**src/shared/rfs_pkg.sv**
```systemverilog
`default_nettype none
package rfs_pkg;

  // Counter slots
  localparam int NUM_CNT   = 9;
  localparam int IDX_LARGE = 0;
  localparam int IDX_UNDER = 1;
  localparam int IDX_OVER  = 2;
  localparam int IDX_JAB   = 3;
  localparam int IDX_FCS   = 4;
  localparam int IDX_LEN   = 5;
  localparam int IDX_SYM   = 6;
  localparam int IDX_ALIGN = 7;
  localparam int IDX_RES   = 8;

  // Register byte addresses
  localparam logic [31:0] ADDR_CFG = 32'h40034000;
  localparam logic [31:0] CNT_ADDR [NUM_CNT] = '{
    32'h40034180, 32'h40034184, 32'h40034188, 32'h4003418c, 32'h40034190,
    32'h40034194, 32'h40034198, 32'h4003419c, 32'h400341a0};

  // Counter field widths
  localparam int SMALL_W = 10;
  localparam int RES_W   = 18;
  localparam int LARGE_W = 32;

  // Configuration fields
  localparam int          CFG_FD_BIT     = 1;
  localparam int          CFG_JUMBO_BIT  = 3;
  localparam int          CFG_BIG_BIT    = 8;
  localparam int          CFG_LENCHK_BIT = 16;
  localparam int          CFG_IGNFCS_BIT = 26;
  localparam logic [31:0] CFG_MASK       = 32'h0401010a;
  localparam logic [31:0] CFG_RESET      = 32'h00000000;

  // Frame length limits in bytes
  localparam logic [13:0] MIN_LEN   = 14'h0040;
  localparam logic [13:0] STD_MAX   = 14'h05ee;
  localparam logic [13:0] BIG_MAX   = 14'h0600;
  localparam logic [13:0] LARGE_MIN = 14'h05ef;
  localparam logic [13:0] HDR_FCS   = 14'h0012;
  localparam logic [15:0] TYPE_MIN  = 16'h0600;

  // Bus answers
  localparam logic [1:0] RESP_OKAY   = 2'h0;
  localparam logic [1:0] RESP_SLVERR = 2'h2;

  typedef struct packed {
    logic [13:0] len;
    logic [15:0] len_field;
    logic        dribble;
    logic        crc_bad;
    logic        pause;
    logic        copied;
  } rfs_frame_s;

  typedef struct packed {
    logic full_dup;
    logic jumbo;
    logic big;
    logic len_check;
    logic ign_fcs;
  } rfs_cfg_s;

  function automatic int cnt_width(input int idx);
    cnt_width = (idx == IDX_LARGE) ? LARGE_W : (idx == IDX_RES) ? RES_W : SMALL_W;
  endfunction

endpackage
`default_nettype wire

```
**src/rfs_sat_counter.sv**
```systemverilog
`timescale 1ns/10ps
`default_nettype none
module rfs_sat_counter
#(
  parameter int W = 10
)
(
  // Clock and reset
  input  wire logic         clk_i,
  input  wire logic         rst_i,
  // Control
  input  wire logic         inc_i,
  input  wire logic         clr_i,
  // Value
  output logic [W-1:0]      count_o
);

  logic [W-1:0] count_reg;
  logic [W-1:0] count_next;
  wire  logic   at_max;

  assign at_max     = &count_reg;
  // Read clears, a coincident event still counts
  assign count_next = clr_i ? W'(inc_i) :
                      (inc_i && !at_max) ? count_reg + 1'b1 : count_reg;
  assign count_o    = count_reg;

  always_ff @(posedge clk_i)
  begin
    if (rst_i)
      count_reg <= '0;
    else
      count_reg <= count_next;
  end

  sat_hold_a: assert property (@(posedge clk_i) disable iff (rst_i)
    (at_max && !clr_i) |=> (&count_reg))
    else $error("counter wrapped past its maximum");

  clr_read_a: assert property (@(posedge clk_i) disable iff (rst_i)
    clr_i |=> (count_reg == W'($past(inc_i))))
    else $error("counter not cleared by read");

endmodule
`default_nettype wire

```
**src/rfs_frame_classify.sv**
```systemverilog
`timescale 1ns/10ps
`default_nettype none
module rfs_frame_classify
  import rfs_pkg::*;
#(
  parameter logic [13:0] JUMBO_MAX = 14'h2800
)
(
  // Clock and reset
  input  wire logic             clk_i,
  input  wire logic             rst_i,
  // Frame status at frame end
  input  wire logic             done_i,
  input  wire rfs_frame_s       frame_i,
  input  wire logic             sym_i,
  input  wire rfs_cfg_s         cfg_i,
  // One-cycle increments
  output logic [NUM_CNT-1:0]    inc_o
);

  wire logic [13:0]        max_len;
  wire logic [13:0]        large_max;
  wire logic [13:0]        payload;
  wire logic               over;
  wire logic               valid_len;
  wire logic               bad;
  wire logic [NUM_CNT-1:0] inc_next;

  assign max_len   = cfg_i.big ? BIG_MAX : STD_MAX;
  assign large_max = cfg_i.jumbo ? JUMBO_MAX : max_len;
  assign payload   = (frame_i.len > HDR_FCS) ? frame_i.len - HDR_FCS : 14'h0000;
  assign over      = frame_i.len > max_len;
  assign valid_len = !over && (frame_i.len >= MIN_LEN);
  assign bad       = frame_i.crc_bad || sym_i;

  assign inc_next[IDX_LARGE] = !bad && !frame_i.pause && frame_i.copied &&
                               frame_i.len >= LARGE_MIN && frame_i.len <= large_max;
  assign inc_next[IDX_UNDER] = cfg_i.full_dup && frame_i.len < MIN_LEN &&
                               !frame_i.crc_bad;
  assign inc_next[IDX_OVER]  = over && !bad;
  assign inc_next[IDX_JAB]   = over && bad;
  // Ignore-FCS mode does not stop this count
  assign inc_next[IDX_FCS]   = valid_len && !frame_i.dribble && bad;
  assign inc_next[IDX_LEN]   = cfg_i.len_check && frame_i.len_field < TYPE_MIN &&
                               !over && {2'h0, payload} < frame_i.len_field;
  assign inc_next[IDX_SYM]   = sym_i;
  assign inc_next[IDX_ALIGN] = valid_len && frame_i.dribble && bad;
  assign inc_next[IDX_RES]   = valid_len && frame_i.dribble && bad;

  always_ff @(posedge clk_i)
  begin
    if (rst_i)
      inc_o <= '0;
    else
      inc_o <= done_i ? inc_next : '0;
  end

  large_cnt_a: assert property (@(posedge clk_i) disable iff (rst_i)
    (done_i && (frame_i.pause || !frame_i.copied)) |=> !inc_o[IDX_LARGE])
    else $error("large count on pause or dropped frame");

  under_cnt_a: assert property (@(posedge clk_i) disable iff (rst_i)
    (done_i && cfg_i.full_dup && frame_i.len < 14'h0040 && !frame_i.crc_bad)
    |=> inc_o[IDX_UNDER])
    else $error("undersize frame not counted");

  over_jab_a: assert property (@(posedge clk_i) disable iff (rst_i)
    (done_i && frame_i.len > (cfg_i.big ? 14'h0600 : 14'h05ee))
    |=> (inc_o[IDX_OVER] != inc_o[IDX_JAB]))
    else $error("long frame not split into oversize or jabber");

  fcs_ign_a: assert property (@(posedge clk_i) disable iff (rst_i)
    (done_i && cfg_i.ign_fcs && frame_i.crc_bad && !frame_i.dribble
     && frame_i.len >= 14'h0040 && frame_i.len <= 14'h05ee) |=> inc_o[IDX_FCS])
    else $error("bad crc frame missed by fcs count");

  len_err_a: assert property (@(posedge clk_i) disable iff (rst_i)
    (done_i && (!cfg_i.len_check || frame_i.len_field >= 16'h0600)) |=> !inc_o[IDX_LEN])
    else $error("length error counted while not allowed");

  sym_cnt_a: assert property (@(posedge clk_i) disable iff (rst_i)
    done_i |=> (inc_o[IDX_SYM] == $past(sym_i)))
    else $error("symbol count mismatch");

  res_align_a: assert property (@(posedge clk_i) disable iff (rst_i)
    (done_i && frame_i.dribble && frame_i.crc_bad && frame_i.len >= 14'h0040
     && frame_i.len <= (cfg_i.big ? 14'h0600 : 14'h05ee))
    |=> (inc_o[IDX_RES] && inc_o[IDX_ALIGN]))
    else $error("resource and alignment counts diverge");

endmodule
`default_nettype wire

```
**src/rfs_rx_stats.sv**
```systemverilog
// Notes on behaviour
// - Count good copied non-pause frames of 1519+ bytes
// - Large ceiling: bit 8 1536, bit 3 jumbo
// - Undersize: full duplex, under 64, no CRC/alignment
// - Oversize: too long, no CRC/alignment/symbol error
// - Jabber: too long with CRC/alignment/symbol error
// - FCS: whole bytes, bad CRC, 64 to max
// - FCS also counts valid whole-byte symbol frames
// - FCS counts even under ignore-FCS mode
// - Length error: measured shorter than length field
// - Length check needs field below 0x0600, enable
// - Symbol count: receive-error seen during frame
// - Symbol frames of 64+ bytes also count FCS/alignment or jabber
// - Alignment: odd bits, bad CRC, valid length
// - Resource count uses alignment criteria
//
// Chosen here: register access over AXI4-Lite.
`timescale 1ns/10ps
`default_nettype none
module rfs_rx_stats
  import rfs_pkg::*;
#(
  parameter logic [13:0] JUMBO_MAX = 14'h2800
)
(
  // Clock and reset
  input  wire logic         clk_i,
  input  wire logic         rst_i,
  // AXI4-Lite write address
  input  wire logic [31:0]  s_axi_awaddr_i,
  input  wire logic         s_axi_awvalid_i,
  output logic              s_axi_awready_o,
  // AXI4-Lite write data
  input  wire logic [31:0]  s_axi_wdata_i,
  input  wire logic [3:0]   s_axi_wstrb_i,
  input  wire logic         s_axi_wvalid_i,
  output logic              s_axi_wready_o,
  // AXI4-Lite write response
  output logic [1:0]        s_axi_bresp_o,
  output logic              s_axi_bvalid_o,
  input  wire logic         s_axi_bready_i,
  // AXI4-Lite read address
  input  wire logic [31:0]  s_axi_araddr_i,
  input  wire logic         s_axi_arvalid_i,
  output logic              s_axi_arready_o,
  // AXI4-Lite read data
  output logic [31:0]       s_axi_rdata_o,
  output logic [1:0]        s_axi_rresp_o,
  output logic              s_axi_rvalid_o,
  input  wire logic         s_axi_rready_i,
  // Receive datapath status
  input  wire logic         frame_active_i,
  input  wire logic         frame_done_i,
  input  wire rfs_frame_s   frame_info_i,
  // PHY pin
  input  wire logic         phy_receive_error_input_i
);

  typedef enum logic [1:0] {
    RD_IDLE = 2'b01,
    RD_RESP = 2'b10
  } rfs_rd_e;

  // Address match helper
  function automatic logic addr_is(input logic [31:0] a, input logic [31:0] b);
    addr_is = (a[31:2] == b[31:2]);
  endfunction

  // Write channel state
  logic         awready_reg;
  logic         wready_reg;
  logic         aw_have_reg;
  logic         w_have_reg;
  logic [31:0]  awaddr_reg;
  logic [31:0]  wdata_reg;
  logic [3:0]   wstrb_reg;
  logic         bvalid_reg;
  logic [1:0]   bresp_reg;
  logic [31:0]  cfg_reg;
  logic [31:0]  cfg_next;

  // Read channel state
  rfs_rd_e      rd_state_reg;
  logic [31:0]  rdata_reg;
  logic [1:0]   rresp_reg;

  // Symbol error capture
  logic         rxer_meta_reg;
  logic         rxer_sync_reg;
  logic         sym_seen_reg;

  wire logic         aw_fire;
  wire logic         w_fire;
  wire logic         aw_got;
  wire logic         w_got;
  wire logic         wr_go;
  wire logic         b_fire;
  wire logic [31:0]  wr_addr;
  wire logic [31:0]  wr_data;
  wire logic [3:0]   wr_strb;
  wire logic         wr_cfg_hit;
  wire logic [31:0]  strb_mask;
  wire logic         ar_fire;
  wire logic         r_fire;
  wire logic         rd_cfg_hit;
  wire logic         rd_any_hit;
  wire logic [31:0]  rd_mux;
  wire logic         sym_now;
  wire rfs_cfg_s     cfg;
  wire logic [NUM_CNT-1:0] inc;
  wire logic [NUM_CNT-1:0] rd_hit;
  wire logic [31:0]        cnt_val [NUM_CNT];
  logic [31:0]             cnt_sel;

  // Outputs straight from flops
  assign s_axi_awready_o = awready_reg;
  assign s_axi_wready_o  = wready_reg;
  assign s_axi_bvalid_o  = bvalid_reg;
  assign s_axi_bresp_o   = bresp_reg;
  assign s_axi_arready_o = rd_state_reg[0];
  assign s_axi_rvalid_o  = rd_state_reg[1];
  assign s_axi_rdata_o   = rdata_reg;
  assign s_axi_rresp_o   = rresp_reg;

  // Write decode
  assign aw_fire    = s_axi_awvalid_i && awready_reg;
  assign w_fire     = s_axi_wvalid_i && wready_reg;
  assign aw_got     = aw_have_reg || aw_fire;
  assign w_got      = w_have_reg || w_fire;
  assign wr_go      = aw_got && w_got && !bvalid_reg;
  assign b_fire     = bvalid_reg && s_axi_bready_i;
  assign wr_addr    = aw_have_reg ? awaddr_reg : s_axi_awaddr_i;
  assign wr_data    = w_have_reg ? wdata_reg : s_axi_wdata_i;
  assign wr_strb    = w_have_reg ? wstrb_reg : s_axi_wstrb_i;
  assign wr_cfg_hit = addr_is(wr_addr, ADDR_CFG);
  assign strb_mask  = {{8{wr_strb[3]}}, {8{wr_strb[2]}}, {8{wr_strb[1]}}, {8{wr_strb[0]}}};
  assign cfg_next   = ((cfg_reg & ~strb_mask) | (wr_data & strb_mask)) & CFG_MASK;

  // Configuration fields steering the classifier
  assign cfg.full_dup  = cfg_reg[CFG_FD_BIT];
  assign cfg.jumbo     = cfg_reg[CFG_JUMBO_BIT];
  assign cfg.big       = cfg_reg[CFG_BIG_BIT];
  assign cfg.len_check = cfg_reg[CFG_LENCHK_BIT];
  assign cfg.ign_fcs   = cfg_reg[CFG_IGNFCS_BIT];

  always_ff @(posedge clk_i)
  begin
    if (rst_i)
    begin
      awready_reg <= 1'b1;
      wready_reg  <= 1'b1;
      aw_have_reg <= 1'b0;
      w_have_reg  <= 1'b0;
      bvalid_reg  <= 1'b0;
      bresp_reg   <= RESP_OKAY;
      cfg_reg     <= CFG_RESET;
    end
    else if (wr_go)
    begin
      awready_reg <= 1'b0;
      wready_reg  <= 1'b0;
      aw_have_reg <= 1'b0;
      w_have_reg  <= 1'b0;
      bvalid_reg  <= 1'b1;
      bresp_reg   <= wr_cfg_hit ? RESP_OKAY : RESP_SLVERR;
      if (wr_cfg_hit)
        cfg_reg <= cfg_next;
    end
    else if (b_fire)
    begin
      bvalid_reg  <= 1'b0;
      awready_reg <= 1'b1;
      wready_reg  <= 1'b1;
    end
    // Both channels stay shut while the answer waits
    else if (!bvalid_reg)
    begin
      aw_have_reg <= aw_got;
      w_have_reg  <= w_got;
      awready_reg <= !aw_got;
      wready_reg  <= !w_got;
    end
  end

  always_ff @(posedge clk_i)
  begin
    if (aw_fire)
      awaddr_reg <= s_axi_awaddr_i;
    if (w_fire)
    begin
      wdata_reg <= s_axi_wdata_i;
      wstrb_reg <= s_axi_wstrb_i;
    end
  end

  // Read decode
  assign ar_fire    = s_axi_arvalid_i && rd_state_reg[0];
  assign r_fire     = rd_state_reg[1] && s_axi_rready_i;
  assign rd_cfg_hit = addr_is(s_axi_araddr_i, ADDR_CFG);
  assign rd_any_hit = rd_cfg_hit || (|rd_hit);
  assign rd_mux     = rd_cfg_hit ? cfg_reg : cnt_sel;

  always_comb
  begin
    cnt_sel = 32'h00000000;
    for (int i = 0; i < NUM_CNT; i++)
      if (rd_hit[i])
        cnt_sel = cnt_val[i];
  end

  always_ff @(posedge clk_i)
  begin
    if (rst_i)
    begin
      rd_state_reg <= RD_IDLE;
      rdata_reg    <= 32'h00000000;
      rresp_reg    <= RESP_OKAY;
    end
    else
    begin
      case (rd_state_reg)
        RD_IDLE:
          if (ar_fire)
          begin
            rd_state_reg <= RD_RESP;
            rdata_reg    <= rd_mux;
            rresp_reg    <= rd_any_hit ? RESP_OKAY : RESP_SLVERR;
          end
        RD_RESP:
          if (r_fire)
            rd_state_reg <= RD_IDLE;
        default:
          rd_state_reg <= RD_IDLE;
      endcase
    end
  end

  // Receive-error pin synchroniser and per-frame capture
  assign sym_now = sym_seen_reg || (rxer_sync_reg && frame_active_i);

  always_ff @(posedge clk_i)
  begin
    if (rst_i)
    begin
      rxer_meta_reg <= 1'b0;
      rxer_sync_reg <= 1'b0;
      sym_seen_reg  <= 1'b0;
    end
    else
    begin
      rxer_meta_reg <= phy_receive_error_input_i;
      rxer_sync_reg <= rxer_meta_reg;
      sym_seen_reg  <= frame_done_i ? 1'b0 : sym_now;
    end
  end

  rfs_frame_classify #(
    .JUMBO_MAX (JUMBO_MAX)
  ) u_classify (
    .clk_i   (clk_i),
    .rst_i   (rst_i),
    .done_i  (frame_done_i),
    .frame_i (frame_info_i),
    .sym_i   (sym_now),
    .cfg_i   (cfg),
    .inc_o   (inc)
  );

  // Counter bank, cleared by the read that returns it
  for (genvar g = 0; g < NUM_CNT; g++)
  begin : g_cnt
    localparam int W = cnt_width(g);
    logic [W-1:0] raw;

    assign rd_hit[g]  = addr_is(s_axi_araddr_i, CNT_ADDR[g]);
    assign cnt_val[g] = 32'(raw);

    rfs_sat_counter #(
      .W (W)
    ) u_cnt (
      .clk_i   (clk_i),
      .rst_i   (rst_i),
      .inc_i   (inc[g]),
      .clr_i   (ar_fire && rd_hit[g]),
      .count_o (raw)
    );
  end

  wr_answer_a: assert property (@(posedge clk_i) disable iff (rst_i)
    wr_go |=> (bvalid_reg && !awready_reg && !wready_reg))
    else $error("write not answered next cycle");

  rd_answer_a: assert property (@(posedge clk_i) disable iff (rst_i)
    ar_fire |=> (s_axi_rvalid_o && s_axi_rdata_o == $past(rd_mux)))
    else $error("read data not returned next cycle");

  rd_hold_a: assert property (@(posedge clk_i) disable iff (rst_i)
    (s_axi_rvalid_o && !s_axi_rready_i) |=> (s_axi_rvalid_o && $stable(s_axi_rdata_o)))
    else $error("read data dropped before taken");

  small_width_a: assert property (@(posedge clk_i) disable iff (rst_i)
    (ar_fire && rd_hit[IDX_FCS]) |=> (s_axi_rdata_o[31:10] == 22'h000000))
    else $error("reserved bits of small counter not zero");

  res_width_a: assert property (@(posedge clk_i) disable iff (rst_i)
    (ar_fire && rd_hit[IDX_RES]) |=> (s_axi_rdata_o[31:18] == 14'h0000))
    else $error("reserved bits of resource counter not zero");

  cnt_clear_a: assert property (@(posedge clk_i) disable iff (rst_i)
    (ar_fire && rd_hit[IDX_SYM] && !inc[IDX_SYM]) |=> (cnt_val[IDX_SYM] == 32'h00000000))
    else $error("symbol counter not cleared by read");

  sym_frame_a: assert property (@(posedge clk_i) disable iff (rst_i)
    (frame_done_i && sym_now) |-> ##1 inc[IDX_SYM] ##1 !sym_seen_reg || frame_active_i)
    else $error("symbol error frame lost");

  jumbo_cfg_a: assert property (@(posedge clk_i) disable iff (rst_i)
    (frame_done_i && !cfg.jumbo && frame_info_i.len > 14'h0600) |=> !inc[IDX_LARGE])
    else $error("large count past ceiling without jumbo");

  wr_busy_a: assert property (@(posedge clk_i) disable iff (rst_i)
    (bvalid_reg && !s_axi_bready_i) |=> (bvalid_reg && !awready_reg && !wready_reg))
    else $error("write channel reopened before answer taken");

  wr_ro_a: assert property (@(posedge clk_i) disable iff (rst_i)
    (wr_go && !wr_cfg_hit) |=> (bresp_reg == RESP_SLVERR && $stable(cfg_reg)))
    else $error("write to read-only place not refused");

  cfg_write_a: assert property (@(posedge clk_i) disable iff (rst_i)
    (wr_go && wr_cfg_hit) |=> (cfg_reg == $past(cfg_next)))
    else $error("config write lost");

  rd_err_a: assert property (@(posedge clk_i) disable iff (rst_i)
    (ar_fire && !rd_any_hit)
    |=> (s_axi_rresp_o == RESP_SLVERR && s_axi_rdata_o == 32'h00000000))
    else $error("unmapped read not refused");

  sym_hold_a: assert property (@(posedge clk_i) disable iff (rst_i)
    (rxer_sync_reg && frame_active_i && !frame_done_i) |=> sym_seen_reg)
    else $error("receive error during frame not held");

endmodule
`default_nettype wire

```
**config.mk**
```make
export PLATFORM = sky130hd
export DESIGN_NAME = rfs_rx_stats
export DESIGN_NICKNAME = d
export VERILOG_FILES = /design/src/shared/rfs_pkg.sv /design/src/rfs_sat_counter.sv /design/src/rfs_frame_classify.sv /design/src/rfs_rx_stats.sv
export SDC_FILE = /design/constraint.sdc
export NUM_CORES = 1
export LEC_CHECK = 0
export ABC_AREA = 1
export BUFFER_PORTS_ARGS = -buffer_cell sky130_fd_sc_hd__buf_2
export CAP_MARGIN = 20
export CORE_ASPECT_RATIO = 1.2
export CORE_MARGIN = 2
export CORE_UTILIZATION = 52
export CTS_CLUSTER_SIZE = 40
export DETAILED_ROUTE_END_ITERATION = 16
export PLACE_DENSITY = 0.73
export SLEW_MARGIN = 20
export SYNTH_ARGS = -nofsm -noshare
export SYNTH_HDL_FRONTEND = slang
export SYNTH_SLANG_ARGS = --single-unit
```
**constraint.sdc**
```tcl
create_clock -name clk_i -period 2.2 [get_ports clk_i]
set_input_delay 0.33 -clock clk_i [delete_from_list [all_inputs] [get_ports clk_i]]
set_output_delay 0.33 -clock clk_i [all_outputs]
set_load 0.005 [all_outputs]
```
==> results of run 1 <==
[logic make-up after synthesis]
group | Yosys count | share of synthesized area, %
AND/OR/NAND/NOR | 927 | 34.47
buffers and inverters | 244 | 7.845
AO/OA/AOI/OAI | 233 | 10.39
flip-flops | 216 | 38.24
XOR/XNOR | 54 | 3.836
adder cells (fa/ha/maj) | 43 | 4.364
multiplexers | 9 | 0.8221
other | 1 | 0.03042
[how the worst max path moves through the flow]
| stage | start | to | slack (ns) | depth (start not counted) |
|---|---|---|---|---|
| final | aw_have_reg | register | 0.12 | 9 |
| after global routing | g_cnt[1].u_cnt.count_o[0] | g_cnt[1].u_cnt.count_o[9] | 0.01 | 11 |
| after CTS | register | u_classify.inc_o[7] | 0.05 | 8 |
| after detailed placement | frame_info_i[22] | u_classify.inc_o[5] | -0.19 | 18 |
| after global placement | frame_info_i[22] | u_classify.inc_o[5] | -0.11 | 18 |
| after floorplan | frame_info_i[32] | u_classify.inc_o[5] | 0.06 | 16 |
[layout by cell type (no fill, tap or decap), types with 13 or more instances in the layout]
master / n
a21oi_1: 144
buf_2: 151
buf_4: 92
clkbuf_16: 23
dfxtp_1: 176
dlygate4sd3_1: 35
edfxtp_1: 39
ha_1: 43
inv_1: 197
nand2_1: 409
nand2_2: 14
nand3_1: 93
nand4_1: 61
nor2_1: 193
nor3_1: 57
nor3b_1: 20
nor4_1: 25
o21ai_0: 45
or2_2: 13
xor2_1: 46
[area by class of cell]
cell class	count	area, µm²	area share, %
Multi-Input combinational cell	1268	6663	43.91
Tap cell	315	394.1	2.598
Clock inverter	9	130.1	0.8576
Timing Repair Buffer	279	1817	11.97
Clock buffer	33	653.1	4.304
Inverter	212	798.3	5.261
Antenna cell	1	2.502	0.01649
Sequential cell	216	4716	31.08
[worst reg2reg max path, stage by stage, from the launching register on]
cell and delay [ns]:
dfxtp_1 0.47, inv_4 0.10, or3_1 0.36, o32ai_2 0.28, nand4_1 0.24, nor2_4 0.24, nand2_2 0.11, nand2_1 0.07
nand2_1 0.05, nor2_1 0.09
[routing by layer]
layer | vias up | track usage (%) | part of all wire [%]
met5 | - | 0 | 0
met4 | 0 | 8.859 | 3.1
met3 | 80 | 2.935 | 5.5
met2 | 410 | 49.59 | 50
met1 | 5700 | 33.86 | 41
li1 | 6285 | - | -
[timing repair]
action                     in CTS  in global routing
setup endpoints to repair       0                 13
hold endpoints to repair       35                  0
hold buffers                   35                  0
gates resized for setup         0                  4
[through the flow]
step | setup TNS (ns) | power [mW] | worst slack (ns)
finish | 0 | 9.014 | 0.1187
global route | 0 | 9.301 | 0.01218
CTS | 0 | 9.026 | 0.04569
detailed placement | -0.2709 | 4.970 | -0.1932
global placement | -0.1312 | 4.951 | -0.1121
floorplan | 0 | 4.630 | 0.06311
[report_power, final]
group          total (mW)  switching [mW]  internal [mW]
registers            4.17          0.0466           4.12
clock network        4.06            1.63           2.42
logic               0.787           0.449          0.338
total                9.01            2.13           6.89
[cells in the mapped netlist (all sizes together) (2+ instances only)]
master  instances
nand2         425
nor2          209
xnor2           8
nand3b          3
o32ai           2
edfxtp         39
o21a            6
inv           210
o22ai           8
nor3           60
a311oi          2
a21oi         145
clkbuf         13
o41ai           5
buf            19
mux2            9
or3             2
dfxtp         177
xor2           46
nor4           27
nand3          94
or2            16
o21ai          48
and3            4
clkinv          2
nand4          63
ha             43
o31ai           6
and2            2
o21bai          2
nor3b          22
a211oi          2
==> results.md, run 1 <==
* Slew of the pin with the lowest slew margin at 0.6591 ns
* EDFF count, synth at 39
* Die height at 172.7 µm
* Final hold vios at 0
* Clk Latency, worst-skew pair at 0.53 ns
* Post-synthesis sequential area ratio at 38.24%
* Max IR drop VDD at 0.7287 mV
* CP Class: reg -> reg
* DR vias/cell at 5.347
* Register-to-register setup slack at 0.12 ns
* Vias in the first global route at 12070
* CTS tree: done
* FF+latch count, synth at 216
* Worst Skew at 0.01244 ns
* Initial antenna violation count at 1
* Routed WL at 34880 µm
* Gate Count Post-Synth at 1727
* H-tree Lvls at 1
* Longest Clk Path Bufs at 3
* Placed Instance Area at 14030 µm²
* Largest net degree at the start of global routing at 37
* Max reg flops at 120
* Row count at 61
* Vias at 12480
* CTS root buf: clkbuf_16
* CP most frequent cell: nand2_1
* Lkg Pwr at 6.328 nW
* Max Freq at 0.4805 GHz
* Slowest cell delay on critical path at 0.47 ns
* Slowest CP cell: dfxtp_1
* CP Launch Type: register
* Fin crit period at 2.081 ns
* Ys flop type: dfxtp_1
* Worst Hold Path EP: wdata_reg[26]
* Drt first-iter violations at 892
* Final worst path period share at 94.60%
* R2r worst-path depth at 9
* Final Util at 65.40%
* Fin nets at 2187
* CP max FO at 8
* Min Hold Slack at 0.01033 ns
* Placed cell count at 2255
* Layout cells sized above 1 at 17.65%
* WL/cell at 14.95 µm
* Die area at 24960 µm²
* Tot GR Track Use at 27.48%
* Num CTS Buffers at 23
* CP cell instances: inv_4, or3_1, o32ai_2, nand4_1, nor2_4, nand2_2, nand2_1, nand2_1, nor2_1
* Required @ worst endpoint at 2.66 ns
* Gr ovfl total at 0
* Run status: finished clean
* Slew margin rel. at 55.66%
* Worst path arrival time at 2.54 ns
* Final instance area at 15170 µm²
* Slew Viols, Final at 0
* Min-Delay Path Depth at 1
* IO buf count at 151
* Clock Sinks at 216
* Delay-heaviest family, CP: simple AND/OR/NAND/NOR gates
* Endpoints failing setup at 0
* I/O pin count at 185
* Pwr/cell area at 594.1 nW/µm²
* Mapped Area at 12330 µm²
* Initial Util at 53.13%
* First-pass GRT wire length at 56290 µm
* Placer congestion estimate at 0.9334
* Drt first pass iters at 6
* Post-DP HPWL at 25890 µm
* Core area at 23200 µm²
* Post-route ant nets at 0
* Leading area contributor after synthesis: dfxtp_1
* Final Non-Filler Cells at 2333
* Area delta synth->final at 23.08%
* Hold path start: s_axi_wdata_i[26]
* Largest cells by area after synthesis: dfxtp_1, nand2_1, edfxtp_1, inv_1, nor2_1
* RSZ-0062 raised after global routing: false
* Die width at 144.6 µm
* Synth unique cells at 58
* Hold WC Path Type: in -> reg
* Crit. End Element: register
* Max cap viols at 0
* CP bufs+invs at 1
* Top cell type's share of synthesized area at 28.74%
* DRC Markers at 0
* # fillers at 2131
* Synth Warn # at 0
* Syn_area_per_cell at 7.138 µm²
* Setup repair bufs after CTS at 0
* Post-synth ARST share at 0%
* Worst r2r src: aw_have_reg
* Clk slew on worst S/H paths at 0.06 ns
(Power assumes the default switching activity.)
==> inputs of run 2 (changes only) <==
Settings changed: CORE_UTILIZATION 52 to 61, PLACE_DENSITY 0.73 to 0.81.
Clock period 2.2 ns to 2.4 ns, I/O delays scaled along.
==> results.md, run 2 (synthesis gave the netlist of run 1 again) <==
* Run status: finished clean
* Post-route setup slack at 0.1760 ns (+0.05730 ns)
* First-pass GRT wire length at 54090 µm (-3.9%)
* Fin nets at 2094 (-4.3%)
* Delay-heaviest family, CP: simple AND/OR/NAND/NOR gates
* CP Launch Type: register
* CP max FO at 13 (+5)
* Commonest non-fill, non-tap cell in the layout: nand2_1
* Lkg Pwr at 5.864 nW (-7.3%)
* GR Util met3 at 4.508% (+1.6 points)
* WL/cell at 15.07 µm (+0.81%)
* Pwr/cell area at 543.8 nW/µm² (-8.5%)
* CTS tree: done
* Die width at 133.8 µm (-7.5%)
* Final Non-Filler Cells at 2182 (-6.5%)
* Final worst path period share at 92.67% (-1.9 points)
* Layout cells sized above 1 at 15.62% (-2.0 points)
* Crit. End Element: register
* Initial Util at 62.61% (+9.5 points)
* Routing usage on met1 at 36.94% (+3.1 points)
* Num CTS Buffers at 22 (-4.3%)
* Slowest cell delay on critical path at 0.43 ns (-0.04 ns)
* Area delta synth->final at 15.31%
* Die area at 21370 µm² (-14%)
* Routed WL at 32890 µm (-5.7%)
* Row count at 56 (-8.2%)
* Clock Sinks at 216 (unchanged)
* Final hold vios at 0 (unchanged)
* Endpoints failing setup at 0 (unchanged)
* Met2 usage at 54.43% (+4.8 points)
* Busiest layer in global routing: met2
* Max reg flops at 120 (unchanged)
* Post-DP HPWL at 24940 µm (-3.7%)
* Slew of the pin with the lowest slew margin at 1.077 ns (+0.4181 ns)
* Placed cell count at 2144 (-4.9%)
* Worst path arrival time at 2.62 ns (+0.08 ns)
* Max IR drop VDD at 0.6602 mV (-9.4%)
* CP bufs+invs at 2 (+1)
* Worst setup path start: g_cnt[8].u_cnt.count_o[1]
* Gr ovfl total at 0 (unchanged)
* Pre-CTS setup slack at -0.009952 ns (+0.1832 ns)
* CP Class: reg -> reg
* Resize count post-CTS at 0 (unchanged)
* CTS root buf: clkbuf_16
* Max cap viols at 0 (unchanged)
* Vias at 12210 (-2.2%)
* Slowest CP cell: dfxtp_1
* Setup repair bufs after CTS at 0 (unchanged)
* Largest net degree at the start of global routing at 36 (-2.7%)
* Overall Power at 7.731 mW (-14%)
* Clk Latency, worst-skew pair at 0.52 ns (about the same)
* Initial antenna violation count at 0 (-1)
* Worst Skew at 0.02284 ns (+0.01040 ns)
* Core area at 19690 µm² (-15%)
* Antenna diode count at 0 (-1)
* Drt first-iter violations at 843 (-5.5%)
* Slew margin rel. at 28.11% (-28 points)
* CP cell instances: ha_1, inv_1, nor3_2, nand4_1, nor2_2, nand3_1, nand2_2, inv_2, nand4_1, nor2_1, o21ai_0, a21oi_1
* Slew Viols, Final at 0 (unchanged)
* Max Freq at 0.4496 GHz (-6.4%)
* Post-route ant nets at 0 (unchanged)
* Tot GR Track Use at 30.44% (+3.0 points)
* CP most frequent cell: nand4_1
* IO buf count at 151 (unchanged)
* DRC Markers at 0 (unchanged)
* Clk slew on worst S/H paths at 0.07 ns (about the same)
* Worst r2r src: g_cnt[8].u_cnt.count_o[1]
* Most frequent cells in the layout: nand2_1, inv_1, nor2_1
* Hold buffer count at cts at 0 (-100%)
* H-tree Lvls at 1 (unchanged)
* Drt first pass iters at 5 (-1)
* Required @ worst endpoint at 2.79 ns (+0.13 ns)
* Vias in the first global route at 11740 (-2.8%)
* RSZ-0062 raised after global routing: false
* Fin crit period at 2.224 ns (+0.1427 ns)
* Hold path start: s_axi_awaddr_i[29]
* Placer congestion estimate at 0.9807 (+5.1%)
* Die height at 159.7 µm (-7.5%)
* # fillers at 1673 (-21%)
* Longest Clk Path Bufs at 3 (unchanged)
* DR vias/cell at 5.594 (+4.6%)
* TNS Setup at 0 ns (unchanged)
* Hold WC Path Type: in -> reg
* I/O pin count at 185 (unchanged)
==> run 2: stage by stage <==
| stage | area [µm²] | util, % | hold slack [ns] |
|---|---|---|---|
| final | 14220 | 72.20 | 0.02184 |
| after global routing | 14220 | 72.20 | 0.01487 |
| after CTS | 14220 | 72.20 | 0.01442 |
| after detailed placement | 13530 | 68.72 | 0.4211 |
| after global placement | 13530 | 68.72 | 0.4228 |
| after floorplan | 12330 | - | 0.3883 |
==> run 2: power by group <==
part	total [mW]	leakage (nW)	internal (mW)	switching [mW]
clock network	3.29	0.348	1.85	1.44
logic	0.623	3.71	0.240	0.383
registers	3.82	1.80	3.78	0.0414
total	7.73	5.86	5.87	1.86
==> run 2: area by class of cell <==
class	instances	area, µm²	share of cell area [%]
multi-input combinational	1268	6653	46.80
clock inverter	8	51.30	0.3609
sequential	216	4715	33.16
timing repair buffer	187	1039	7.305
clock buffer	30	634.4	4.462
inverter	212	798.3	5.615
tap	261	326.6	2.297
==> run 2: worst paths after layout <==
check        cells after the start                         to  slack [ns]
max reg2reg                     12  g_cnt[8].u_cnt.count_o[8]        0.18
min reg2reg                      2              rxer_sync_reg        0.44
max                             12  g_cnt[8].u_cnt.count_o[8]        0.18
min                              1             awaddr_reg[29]        0.02
==> run 2: per-layer routing <==
layer  vias up  share of wire (%)
met5         -                  0
met4         0                3.4
met3        88                6.6
met2       402                 49
met1      5599                 41
li1       6117                  -
==> run 2: worst reg2reg max path, delay by kind of cell, from the launching register on <==
kind	cells	cell delay (ns)
buffers and inverters	2	0.20
AO/OA/AOI/OAI	2	0.26
flip-flops	1	0.43
adder cells (fa/ha/maj)	1	0.27
AND/OR/NAND/NOR	7	0.94
